File: config.mk
export PLATFORM = sky130hd
export DESIGN_NAME = fsp_status
export DESIGN_NICKNAME = d
export VERILOG_FILES = /design/src/verilog/fsp_pkg.sv /design/src/verilog/fsp_status.sv
export SDC_FILE = /design/constraint.sdc
export NUM_CORES = 1
export LEC_CHECK = 0
export BUFFER_PORTS_ARGS = -buffer_cell sky130_fd_sc_hd__buf_2
export CAP_MARGIN = 15
export CELL_PAD_IN_SITES_DETAIL_PLACEMENT = 0
export CELL_PAD_IN_SITES_GLOBAL_PLACEMENT = 1
export CORE_UTILIZATION = 25
export DETAILED_ROUTE_END_ITERATION = 16
export GPL_TIMING_DRIVEN = 1
export MAX_ROUTING_LAYER = met4
export PLACE_DENSITY = 0.61
export SETUP_SLACK_MARGIN = 0.02
export SLEW_MARGIN = 15
export SYNTH_ARGS = -nofsm -noshare
export SYNTH_HDL_FRONTEND = slang
export SYNTH_SLANG_ARGS = --single-unit
File: constraint.sdc
create_clock -name ref_clk -period 3.5 [get_ports ref_clk]
set_input_delay 0.35 -clock ref_clk [delete_from_list [all_inputs] [get_ports ref_clk]]
set_output_delay 0.35 -clock ref_clk [all_outputs]
set_load 0.005 [all_outputs]
File: src/verilog/fsp_pkg.sv
// Constants for the flash status and protection block
package fsp_pkg;
	localparam int FSP_DW = 16;
	// Status word bit positions
	localparam int FSP_BIT_POLL = 7;
	localparam int FSP_BIT_TOG1 = 6;
	localparam int FSP_BIT_ERR = 5;
	localparam int FSP_BIT_TMO = 3;
	localparam int FSP_BIT_TOG2 = 2;
	// Lock setting word layout
	localparam int FSP_NBLK = 7;
	localparam int FSP_BIT_CODE_LOCK = 15;
	localparam logic [15:0] FSP_LOCK_RST = 16'hFFFF;
	localparam logic [15:0] FSP_LOCKED_READ = 16'h009B;
	// Timing at 40 MHz
	localparam int FSP_CLK_MHZ = 40;
	localparam int FSP_TMO_US = 96;
	localparam int FSP_TMO_CYC = FSP_TMO_US * FSP_CLK_MHZ;
	localparam int FSP_PROT_US = 100;
	localparam int FSP_PROT_CYC = FSP_PROT_US * FSP_CLK_MHZ;
	localparam int FSP_CW = 13;
	typedef enum logic [5:0] {
		FSP_IDLE = 6'h01,
		FSP_PROG = 6'h02,
		FSP_WAIT = 6'h04,
		FSP_ERASE = 6'h08,
		FSP_SUSP = 6'h10,
		FSP_PROTW = 6'h20
	} fsp_state_t;
endpackage

File: src/verilog/fsp_status.sv
// Flash status word, ready/busy line and protection word logic
module fsp_status
	import fsp_pkg::*;
#(
	parameter int TMO_CYC = FSP_TMO_CYC,
	parameter int PROT_CYC = FSP_PROT_CYC
) (
	input wire logic ref_clk,
	input wire logic reset_n,
	input wire logic rd_stb,
	input wire logic [2:0] rd_blk,
	input wire logic rd_at_prog_addr,
	input wire logic rd_foreign,
	input wire logic [15:0] array_data,
	input wire logic prog_req,
	input wire logic [2:0] prog_blk,
	input wire logic [15:0] prog_data,
	input wire logic [15:0] prog_old,
	input wire logic erase_req,
	input wire logic [2:0] erase_blk,
	input wire logic suspend_cmd,
	input wire logic resume_cmd,
	input wire logic read_reset_cmd,
	input wire logic temp_unprot,
	input wire logic lock_wr,
	input wire logic [15:0] lock_wdata,
	input wire logic op_done,
	input wire logic op_fail,
	output logic [15:0] rd_data,
	output logic ready_busy,
	output logic extension_peripheral_node_two,
	output logic [15:0] lock_setting_word,
	output logic [15:0] lock_pending
);
	// ------------------------------------------------------------
	// Helpers
	// ------------------------------------------------------------
	function automatic logic blk_locked(input logic [15:0] lw,
		input logic [2:0] b, input logic un);
		blk_locked = !un && (b < 3'(FSP_NBLK)) && !lw[b];
	endfunction

	// ------------------------------------------------------------
	// State
	// ------------------------------------------------------------
	fsp_state_t state_r, state_nxt;
	logic [FSP_CW-1:0] cnt_r, cnt_nxt;
	logic [15:0] prog_data_r, prog_data_nxt;
	logic [2:0] erase_blk_r, erase_blk_nxt;
	logic prog_in_susp_r, prog_in_susp_nxt;
	logic tog1_r, tog1_nxt;
	logic tog2_r, tog2_nxt;
	logic err_r, err_nxt;
	logic err_erase_r, err_erase_nxt;
	logic last_erase_r, last_erase_nxt;
	logic [15:0] lock_r, lock_nxt;
	// Erased non-volatile cells hold ones until the one-way lock write
	logic [15:0] pend_r = FSP_LOCK_RST;
	logic [15:0] pend_nxt;
	logic [15:0] rd_data_nxt;
	logic rb_nxt;
	logic strap_r;

	always_comb begin
		state_nxt = state_r;
		cnt_nxt = cnt_r;
		prog_data_nxt = prog_data_r;
		erase_blk_nxt = erase_blk_r;
		prog_in_susp_nxt = prog_in_susp_r;
		tog1_nxt = tog1_r;
		tog2_nxt = tog2_r;
		err_nxt = err_r;
		err_erase_nxt = err_erase_r;
		last_erase_nxt = last_erase_r;
		lock_nxt = lock_r;
		pend_nxt = pend_r;
		rd_data_nxt = array_data;
		// Lock change only ever clears bits
		// one-way lock
		if (lock_wr) begin
			pend_nxt = pend_r & lock_wdata;
		end
		if (strap_r) begin
			lock_nxt = pend_r;
		end
		if (read_reset_cmd) begin
			err_nxt = 1'b0;
			err_erase_nxt = 1'b0;
		end
		unique case (state_r)
		FSP_IDLE, FSP_SUSP: begin
			if (prog_req && !(state_r == FSP_SUSP
				&& prog_blk == erase_blk_r)) begin
				prog_data_nxt = prog_data;
				prog_in_susp_nxt = (state_r == FSP_SUSP);
				last_erase_nxt = 1'b0;
				if ((~prog_old & prog_data) != 16'h0000) begin
					err_nxt = 1'b1;
				end else if (blk_locked(lock_r, prog_blk, temp_unprot)) begin
					err_nxt = 1'b1;
				end else begin
					state_nxt = FSP_PROG;
				end
			end else if (state_r == FSP_SUSP && prog_req) begin
				tog2_nxt = ~tog2_r;
			end else if (erase_req && state_r == FSP_IDLE) begin
				erase_blk_nxt = erase_blk;
				last_erase_nxt = 1'b1;
				cnt_nxt = '0;
				if (blk_locked(lock_r, erase_blk, temp_unprot)) begin
					state_nxt = FSP_PROTW;
				end else begin
					state_nxt = FSP_WAIT;
				end
			end else if (resume_cmd && state_r == FSP_SUSP) begin
				tog1_nxt = ~tog1_r;
				state_nxt = FSP_ERASE;
			end else if (read_reset_cmd && state_r == FSP_SUSP) begin
				state_nxt = FSP_IDLE;
			end
		end
		FSP_WAIT: begin
			if (erase_req) begin
				cnt_nxt = '0;
			end else if (suspend_cmd) begin
				tog1_nxt = ~tog1_r;
				state_nxt = FSP_SUSP;
			end else if (cnt_r == FSP_CW'(TMO_CYC - 1)) begin
				state_nxt = FSP_ERASE;
			end else begin
				cnt_nxt = cnt_r + 1'b1;
			end
		end
		FSP_PROTW: begin
			if (cnt_r == FSP_CW'(PROT_CYC - 1)) begin
				state_nxt = FSP_IDLE;
			end else begin
				cnt_nxt = cnt_r + 1'b1;
			end
		end
		FSP_PROG: begin
			if (op_done) begin
				if (op_fail) begin
					err_nxt = 1'b1;
				end
				state_nxt = prog_in_susp_r ? FSP_SUSP : FSP_IDLE;
			end
		end
		FSP_ERASE: begin
			if (suspend_cmd) begin
				tog1_nxt = ~tog1_r;
				state_nxt = FSP_SUSP;
			end else if (op_done) begin
				// Success leaves the flag as it was; only read/reset or reset_n clears it
				if (op_fail) begin
					err_nxt = 1'b1;
					err_erase_nxt = 1'b1;
				end
				state_nxt = FSP_IDLE;
			end
		end
		default: state_nxt = FSP_IDLE;
		endcase
		// ------------------------------------------------------------
		// Read data path
		// ------------------------------------------------------------
		if (rd_stb) begin
			rd_data_nxt = 16'h0000;
			unique case (state_r)
			FSP_PROG: begin
				rd_data_nxt[FSP_BIT_POLL] = ~prog_data_r[7];
				rd_data_nxt[FSP_BIT_TOG1] = tog1_r;
				tog1_nxt = ~tog1_r;
				rd_data_nxt[FSP_BIT_ERR] = 1'b0;
				rd_data_nxt[FSP_BIT_TMO] = 1'b1;
				rd_data_nxt[FSP_BIT_TOG2] = prog_in_susp_r ?
					(rd_at_prog_addr | tog2_r) : tog2_r;
				if (!prog_in_susp_r) begin
					tog2_nxt = ~tog2_r;
				end
			end
			FSP_WAIT, FSP_ERASE: begin
				rd_data_nxt[FSP_BIT_POLL] = 1'b0;
				rd_data_nxt[FSP_BIT_TOG1] = tog1_r;
				tog1_nxt = ~tog1_r;
				rd_data_nxt[FSP_BIT_TMO] = (state_r == FSP_ERASE);
				rd_data_nxt[FSP_BIT_TOG2] = tog2_r;
				tog2_nxt = ~tog2_r;
			end
			FSP_PROTW: begin
				rd_data_nxt[FSP_BIT_POLL] = 1'b0;
				rd_data_nxt[FSP_BIT_TMO] = 1'b1;
			end
			FSP_SUSP: begin
				if (rd_blk == erase_blk_r) begin
					rd_data_nxt[FSP_BIT_POLL] = 1'b1;
					rd_data_nxt[FSP_BIT_TOG1] = 1'b1;
					rd_data_nxt[FSP_BIT_TMO] = 1'b1;
					rd_data_nxt[FSP_BIT_TOG2] = tog2_r;
					tog2_nxt = ~tog2_r;
				end else begin
					rd_data_nxt = array_data;
				end
			end
			default: begin
				if (err_erase_r && rd_blk == erase_blk_r) begin
					rd_data_nxt[FSP_BIT_ERR] = 1'b1;
					rd_data_nxt[FSP_BIT_TMO] = 1'b1;
					rd_data_nxt[FSP_BIT_TOG2] = tog2_r;
					tog2_nxt = ~tog2_r;
				end else if (err_r) begin
					rd_data_nxt[FSP_BIT_ERR] = 1'b1;
					rd_data_nxt[FSP_BIT_POLL] = last_erase_r | prog_data_r[7];
				end else if (rd_foreign && !lock_r[FSP_BIT_CODE_LOCK]) begin
					rd_data_nxt = FSP_LOCKED_READ;
				end else begin
					rd_data_nxt = array_data;
				end
			end
			endcase
		end else begin
			rd_data_nxt = rd_data;
		end
		rb_nxt = (state_nxt == FSP_PROG) || (state_nxt == FSP_ERASE)
			|| (state_nxt == FSP_WAIT);
	end

	always_ff @(posedge ref_clk or negedge reset_n) begin
		if (!reset_n) begin
			state_r <= FSP_IDLE;
			cnt_r <= '0;
			prog_data_r <= 16'h0000;
			erase_blk_r <= 3'h0;
			prog_in_susp_r <= 1'b0;
			tog1_r <= 1'b0;
			tog2_r <= 1'b0;
			err_r <= 1'b0;
			err_erase_r <= 1'b0;
			last_erase_r <= 1'b0;
			lock_r <= FSP_LOCK_RST;
			rd_data <= 16'h0000;
			ready_busy <= 1'b0;
			extension_peripheral_node_two <= 1'b0;
			strap_r <= 1'b1;
		end else begin
			state_r <= state_nxt;
			cnt_r <= cnt_nxt;
			prog_data_r <= prog_data_nxt;
			erase_blk_r <= erase_blk_nxt;
			prog_in_susp_r <= prog_in_susp_nxt;
			tog1_r <= tog1_nxt;
			tog2_r <= tog2_nxt;
			err_r <= err_nxt;
			err_erase_r <= err_erase_nxt;
			last_erase_r <= last_erase_nxt;
			lock_r <= lock_nxt;
			rd_data <= rd_data_nxt;
			ready_busy <= rb_nxt;
			extension_peripheral_node_two <= rb_nxt;
			strap_r <= 1'b0;
		end
	end

	// Non-volatile copy: survives reset, so it has no reset branch
	always_ff @(posedge ref_clk) begin
		pend_r <= pend_nxt;
	end

	assign lock_setting_word = lock_r;
	assign lock_pending = pend_r;
endmodule
==> key figures, run 1 <==
Synthesis
  – Mapped Avg Cell Area: 10.25 sq um
  – Dominant cells by area after synthesis: dfrtp_1 (26%), edfxtp_1 (11%), dfstp_2 (11%)
  – Synthesized flop and latch total: 79
  – Number of synthesized flops with an enable pin: 16
  – Mapped cell area: 4295 sq um
  – Top cells by count, synth: dfrtp_1 (45), o21ai_0 (35), nor2_1 (34), and2_1 (22), nand2_1 (22)
  – Yosys cell types: 67
  – Fraction of registers with async set/reset: 79.75%
  – Cell taking the most area after synthesis: dfrtp_1
  – Register area share after synthesis: approximately 48%
  – Syn_nets: 507
  – Count leader, synth: dfrtp_1
  – Yosys warns: 0
  – Synth top area share: between 20% and 30%
  – Synth Flop Type: dfrtp_1
  – Cells after synthesis: ~420

CTS
  – Clock Root Buffer: clkbuf_16
  – H-tree lvl count: 3
  – Total CTS buffers: 9
  – Clock slew at reported path FFs: 0.07 ns
  – Max clock buf depth: 2
  – Clock sink total: between 70 and 80
  – Post-CTS setup buffers: 0
  – CTS hold repair buffers: 0
  – Skew-Pair Late Insertion Delay: between 0.3 and 0.4 ns
  – CTS tree: built
  – PostCTS Resize Cnt: 0

Critical path
  – CP Max Fanout: 16
  – Critical path's largest stage delay: 0.58 ns
  – Startpoint Class: flip-flop
  – Cell Chain, Critical Path: or4b_4 -> or3_1 -> o211ai_4 -> o311ai_4 -> or2_4 -> o41ai_1
  – Slowest cell on crit path: or4b_4
  – WP data required: 3.73 ns
  – Crit path DAT: 3.14 ns
  – CP Capture Type: flip-flop
  – Critical setup path kind: flip-flop to flip-flop

Finish
  – Post-layout util: 32.89%
  – Layout area overhead: 27.88%
  – Antenna diodes: 0
  – Share of cells above drive strength 1: 36.89%
  – Net total in the final layout: 636
  – Fillcell total: 1,738

Drt
  – DR DRC count: 0
  – ANT nets after route: 0
  – Routed WL: between 10,000 and 15,000 um
  – Via count: 3,726
  – Pre-antenna DRT Iters: 4
  – DR iter-0 viols: roughly 280
  – Avg WL per Cell: 15.49 um
  – Vias/cell: 4.820

Global route
  – First-pass GRT wire length: 19,580 um
  – Overflow after GRT: 0
  – Vias in the first global route: 3,740
  – Maximum number of pins on one net before global-route repair: 64
  – Initial antenna violation count: 0
  – Gr usage total: between 10 and 15%

Placed design
  – Hpwl dp: between 9000 and 10,000 um
  – Placer Congestion: 0.8281
  – # port buffers: 136

Floorplan
  – Initial Util: 25.72%
  – Die W: roughly 130 um
  – # IOs: 137
  – Die ar.: ~18,000 sq um
  – Die H: 133.1 um
  – Core box area: 16,700 sq um
  – # rows: 47

Power and ir drop
  – Static Leak: 2.413 nW
  – Peak supply drop: between 0.2 and 0.25 mV
  – Power Density: 587.9 nW/um^2
  – PnR Total Power: 3.229 mW

STA
  – Fmax: ~0.34 GHz
  – Slew Limit Headroom: 44.01%
  – Setup violations, final: 0
  – RSZ-0062 raised after global routing: false
  – Slew @ Worst Pin: between 0.8 and 0.9 ns
  – Hold slack: 0.1944 ns
  – Final period utilization: 83.11%
  – Fin crit period: between 2 and 3 ns
  – Setup TNS: 0 ns
  – Clock skew: 0.01045 ns
  – Final hold viol count: 0
  – Max-slew violations: 0

Run status
  – Status: complete, no violations

Min path
  – Hold Crit Class: primary input to async pin

Flow run
  – Max cap viols: 0
## final timing paths
kind / end / slack, ns / start / cells past startpoint
max: cnt_r[5] / 0.59 / state_r[1] / 6
min: rd_data[5] / 0.19 / reset_n / 2
max reg2reg: cnt_r[5] / 0.59 / state_r[1] / 6
min reg2reg: tog1_r / 0.47 / tog1_r / 1
max in group asynchronous: cnt_r[11] / 2.75 / reset_n / 2
min in group ref_clk: rd_data[12] / 0.23 / array_data[12] / 2
## critical path: cells and delay by family, from the launching register on
family          cells  cell delay (ns)
compound gates      3             0.86
flops               1             0.51
simple gates        3             1.42
## power breakdown
| group | total [mW] | leakage [nW] | internal [mW] | switching, mW |
|---|---|---|---|---|
| combinational | 0.921 | 1.31 | 0.426 | 0.495 |
| sequential | 1.29 | 0.939 | 1.12 | 0.163 |
| clock | 1.02 | 0.162 | 0.611 | 0.410 |
## metrics by stage
stage               area (sq um)  worst slack (ns)  cells
floorplan                   4295            0.9959    419
global placement            5166            0.6637    757
detailed placement          5166            0.6060    757
CTS                         5493            0.5837    773
global route                5493            0.4411    773
finish                      5493            0.5913    773
## per-layer routing
metal  wire, um  up-vias  GRT usage [%]
met4        167        0          6.258
met5          0        -              -
met1       5539     1790          18.48
met2       5512      120          22.08
li1           -     1804              -
met3        751       12          3.295
## logic make-up (layout without fill, tap and decap cells)
| kind of cell | count (synthesis) | count (layout) | synth area share (%) |
|---|---|---|---|
| AND/OR/NAND/NOR | 151 | 151 | 18.58 |
| AO/OA/AOI/OAI | 115 | 115 | 19.17 |
| flip-flops | 79 | 79 | 48.41 |
| buffers and inverters | 34 | 168 | 3.728 |
| multiplexers | 27 | 27 | 7.457 |
| XOR/XNOR | 10 | 10 | 2.039 |
| adder cells (fa/ha/maj) | 2 | 2 | 0.5243 |
| other | 1 | 1 | 0.08730 |
## flip-flops by register name, summed over array words and instances (netlist names), 3 cells and up
name	cells
cnt_r	13
state_r	6
lock_setting_word	16
rd_data	16
erase_blk_r	3
lock_pending	16
## area by class of cell
class                   count  area, sq um  area share (%)
repair buffers            140        710.7           12.94
well taps                 220        275.3           5.011
multi-input cells         306         2056           37.43
flip-flops and latches     79         2079           37.86
clock buffers              10        250.2           4.556
inverters                  12        45.04          0.8200
clock inverters             6        76.32           1.390
## placed cells by master, fill, tap and decap left out, drive strengths merged, types with 4 or more instances in the layout
cell	count
inv	17
nand3	10
and2	22
xnor2	4
a22o	8
nand2b	8
clkbuf	10
buf	140
a2111oi	5
o21ai	35
mux2	20
a21oi	15
nand2	22
edfxtp	16
xor2	6
and3	4
nor2	34
mux2i	5
nor3	14
o31ai	8
o211ai	6
nor2b	21
dfrtp	45
dfstp	18
a31oi	6
Note: power is estimated with default switching activity, not from simulation.
==> run 2: changes to the inputs <==
==> constraint.sdc (replaced) <==
create_clock -name ref_clk -period 2.7 [get_ports ref_clk]
set_input_delay 0.27 -clock ref_clk [delete_from_list [all_inputs] [get_ports ref_clk]]
set_output_delay 0.27 -clock ref_clk [all_outputs]
set_load 0.005 [all_outputs]
==> run 2 against run 1 <==
Compared with the run above: final area up 1.5%; highest routed layer unchanged; register-to-register slack worse by 0.41 ns; largest cell class unchanged; sequential power up 28%; wire length up 2.9%.
==> key figures, run 2 (synthesized netlist as in run 1, its figures left out) <==
Run status
  – Status: complete, no violations

Finish
  – Commonest cells after routing, fill and taps aside: buf_2 (136), dfrtp_1 (45), o21ai_0 (35), nor2_1 (34)
  – Net total in the final layout: 650 (+2.2%)
  – Share of cells above drive strength 1: 38.27% (+1.4 points)
  – Layout area overhead: 29.83%
  – Most common cell after layout, fill and taps aside: buf_2
  – Antenna diodes: 0 (unchanged)

Floorplan
  – Die ar.: 17,710 sq um (unchanged)
  – # rows: 47 (unchanged)
  – Core box area: 16,700 sq um (unchanged)
  – # IOs: 137 (unchanged)
  – Die W: 133.1 um (unchanged)
  – Die H: 133.1 um (unchanged)
  – Initial Util: 25.72% (unchanged)

Placed design
  – Hpwl dp: 9362 um (+2.7%)
  – Worst slack, placed: 0.1779 ns (-0.4282 ns)
  – # port buffers: 136 (unchanged)
  – Placer Congestion: 0.8888 (+7.3%)

CTS
  – Total CTS buffers: 9 (unchanged)
  – Clock Root Buffer: clkbuf_16
  – Post-CTS setup buffers: 0 (unchanged)
  – Clock sink total: 79 (unchanged)
  – CTS tree: built
  – H-tree lvl count: 3 (unchanged)
  – Clock slew at reported path FFs: 0.06 ns (about the same)
  – Skew-Pair Late Insertion Delay: 0.34 ns (about the same)
  – Max clock buf depth: 2 (unchanged)

Critical path
  – Delay-heaviest family, CP: simple AND/OR/NAND/NOR gates
  – Startpoint Class: flip-flop
  – R2R setup slack: 0.18 ns (-0.41 ns)
  – Critical setup path kind: flip-flop to flip-flop
  – WP data required: 2.93 ns (-0.80 ns)
  – Crit path DAT: 2.75 ns (-0.39 ns)
  – CP Capture Type: flip-flop
  – Slowest cell on crit path: or4b_4
  – CP Max Fanout: 12 (-4)
  – Crit path buf inv count: 0 (unchanged)
  – Reg2reg end: cnt_r[10]
  – Critical path's largest stage delay: 0.51 ns (-0.07 ns)
  – Worst r2r src: state_r[0]
  – Cell Chain, Critical Path: or4b_4 -> or3_1 -> o211ai_4 -> o311ai_4 -> or2_4 -> o31ai_1
  – Crit path depth: 6 (unchanged)
  – R2R cell count: 6 (unchanged)

STA
  – Hold slack: 0.1491 ns (-0.04536 ns)
  – Setup TNS: 0 ns (unchanged)
  – RSZ-0062 raised after global routing: false
  – Max-slew violations: 0 (unchanged)
  – Final worst slack: 0.1789 ns (-0.4124 ns)
  – Clock skew: 0.006987 ns (-0.003464 ns)
  – Fin crit period: 2.521 ns (-0.3876 ns)
  – Setup violations, final: 0 (unchanged)
  – Final period utilization: 93.38% (+10 points)
  – Slew Limit Headroom: 48.77% (+4.8 points)
  – Fmax: 0.3966 GHz (+15%)
  – Slew @ Worst Pin: 0.7615 ns (-0.07838 ns)
  – Final hold viol count: 0 (unchanged)

Min path
  – Worst Hold End: rd_data[11]
  – Hold Crit Class: primary input to flip-flop
  – Min-delay src: array_data[11]
  – WHS Path Cells: 2

Power and ir drop
  – PnR Total Power: 4.116 mW (+27%)
  – Peak supply drop: 0.3213 mV (+47%)
  – Clk pwr share: 28.4% (-3.2 points)
  – Static Leak: 2.461 nW (+2.0%)
  – P_int: 2.741 mW (+27%)
  – Sw power: 1.375 mW (+29%)
  – Combinational Power Share: 31.4% (+2.9 points)
  – Reg power frac: 40.2% (+0.4 points)
  – Switching part of the total: 33.41% (+0.32 points)
  – Power Density: 738.1 nW/um^2 (+26%)

Drt
  – ANT nets after route: 0 (unchanged)
  – Via count: 3,835 (+2.9%)
  – DR DRC count: 0 (unchanged)
  – Vias/cell: 4.873 (+1.1%)
  – DR iter-0 viols: 201 (-28%)
  – Routed WL: 12,320 um (+2.9%)
  – Avg WL per Cell: 15.65 um (+1.1%)
  – Pre-antenna DRT Iters: 5 (+1)

Global route
  – Gr usage total: 14.82% (+0.28 points)
  – Vias in the first global route: 3,878 (+3.7%)
  – Maximum number of pins on one net before global-route repair: 50 (-22%)
  – Initial antenna violation count: 0 (unchanged)
  – First-pass GRT wire length: 20,160 um (+3.0%)
  – Overflow after GRT: 0 (unchanged)

Flow run
  – Max cap viols: 0 (unchanged)
==> run 2: per-stage QoR <==
| step | instance area, sq um | cells | util [%] |
|---|---|---|---|
| floorplan | 4295 | 419 | - |
| global placement | 5276 | 770 | 31.59 |
| detailed placement | 5276 | 770 | 31.59 |
| CTS | 5572 | 787 | 33.36 |
| global route | 5577 | 787 | 33.39 |
| finish | 5577 | 787 | 33.39 |
==> run 2: power by group through the flow <==
| stage | Clock [mW] | Combinational [mW] | Sequential (mW) |
|---|---|---|---|
| finish | 1.17 | 1.29 | 1.65 |
| global placement | 0 | 1.28 | 1.67 |
| CTS | 1.21 | 1.29 | 1.65 |
| detailed placement | 0 | 1.28 | 1.67 |
| global route | 1.24 | 1.43 | 1.69 |
| floorplan | 0 | 0.821 | 1.62 |
==> run 2: routing by layer <==
metal | track usage [%] | share of wire [%] | routed length (um) | vias to the layer above
met2 | 23.41 | 47 | 5762 | 140
met5 | - | 0 | 0 | -
met1 | 18.89 | 46 | 5711 | 1849
met3 | 2.682 | 5.3 | 658 | 13
met4 | 5.364 | 1.5 | 187 | 0
li1 | - | - | - | 1833
==> run 2: area by class of cell <==
class                      instances  area (sq um)
multi-input combinational        306          2061
clock buffer                      12         256.5
sequential                        79          2079
inverter                          12         45.04
timing repair buffer             154         830.8
tap                              220         275.3
fill                            1740         11120
clock inverter                     4         28.78
==> run 2: what timing repair did <==
action / CTS / global route
resized for setup: 0 / 1
hold buffers: 1 / 0
endpoints found under the hold margin: 13 / 0
setup endpoints to repair: 0 / 1
==> run 2: worst max-delay path by stage <==
stage	startpoint	to	slack, ns
floorplan	state_r[5]	cnt_r[10]	0.20
global placement	state_r[5]	cnt_r[5]	0.27
detailed placement	state_r[4]	cnt_r[3]	0.18
CTS	state_r[4]	cnt_r[10]	0.15
global route	state_r[0]	cnt_r[10]	0.05
finish	state_r[0]	cnt_r[10]	0.18
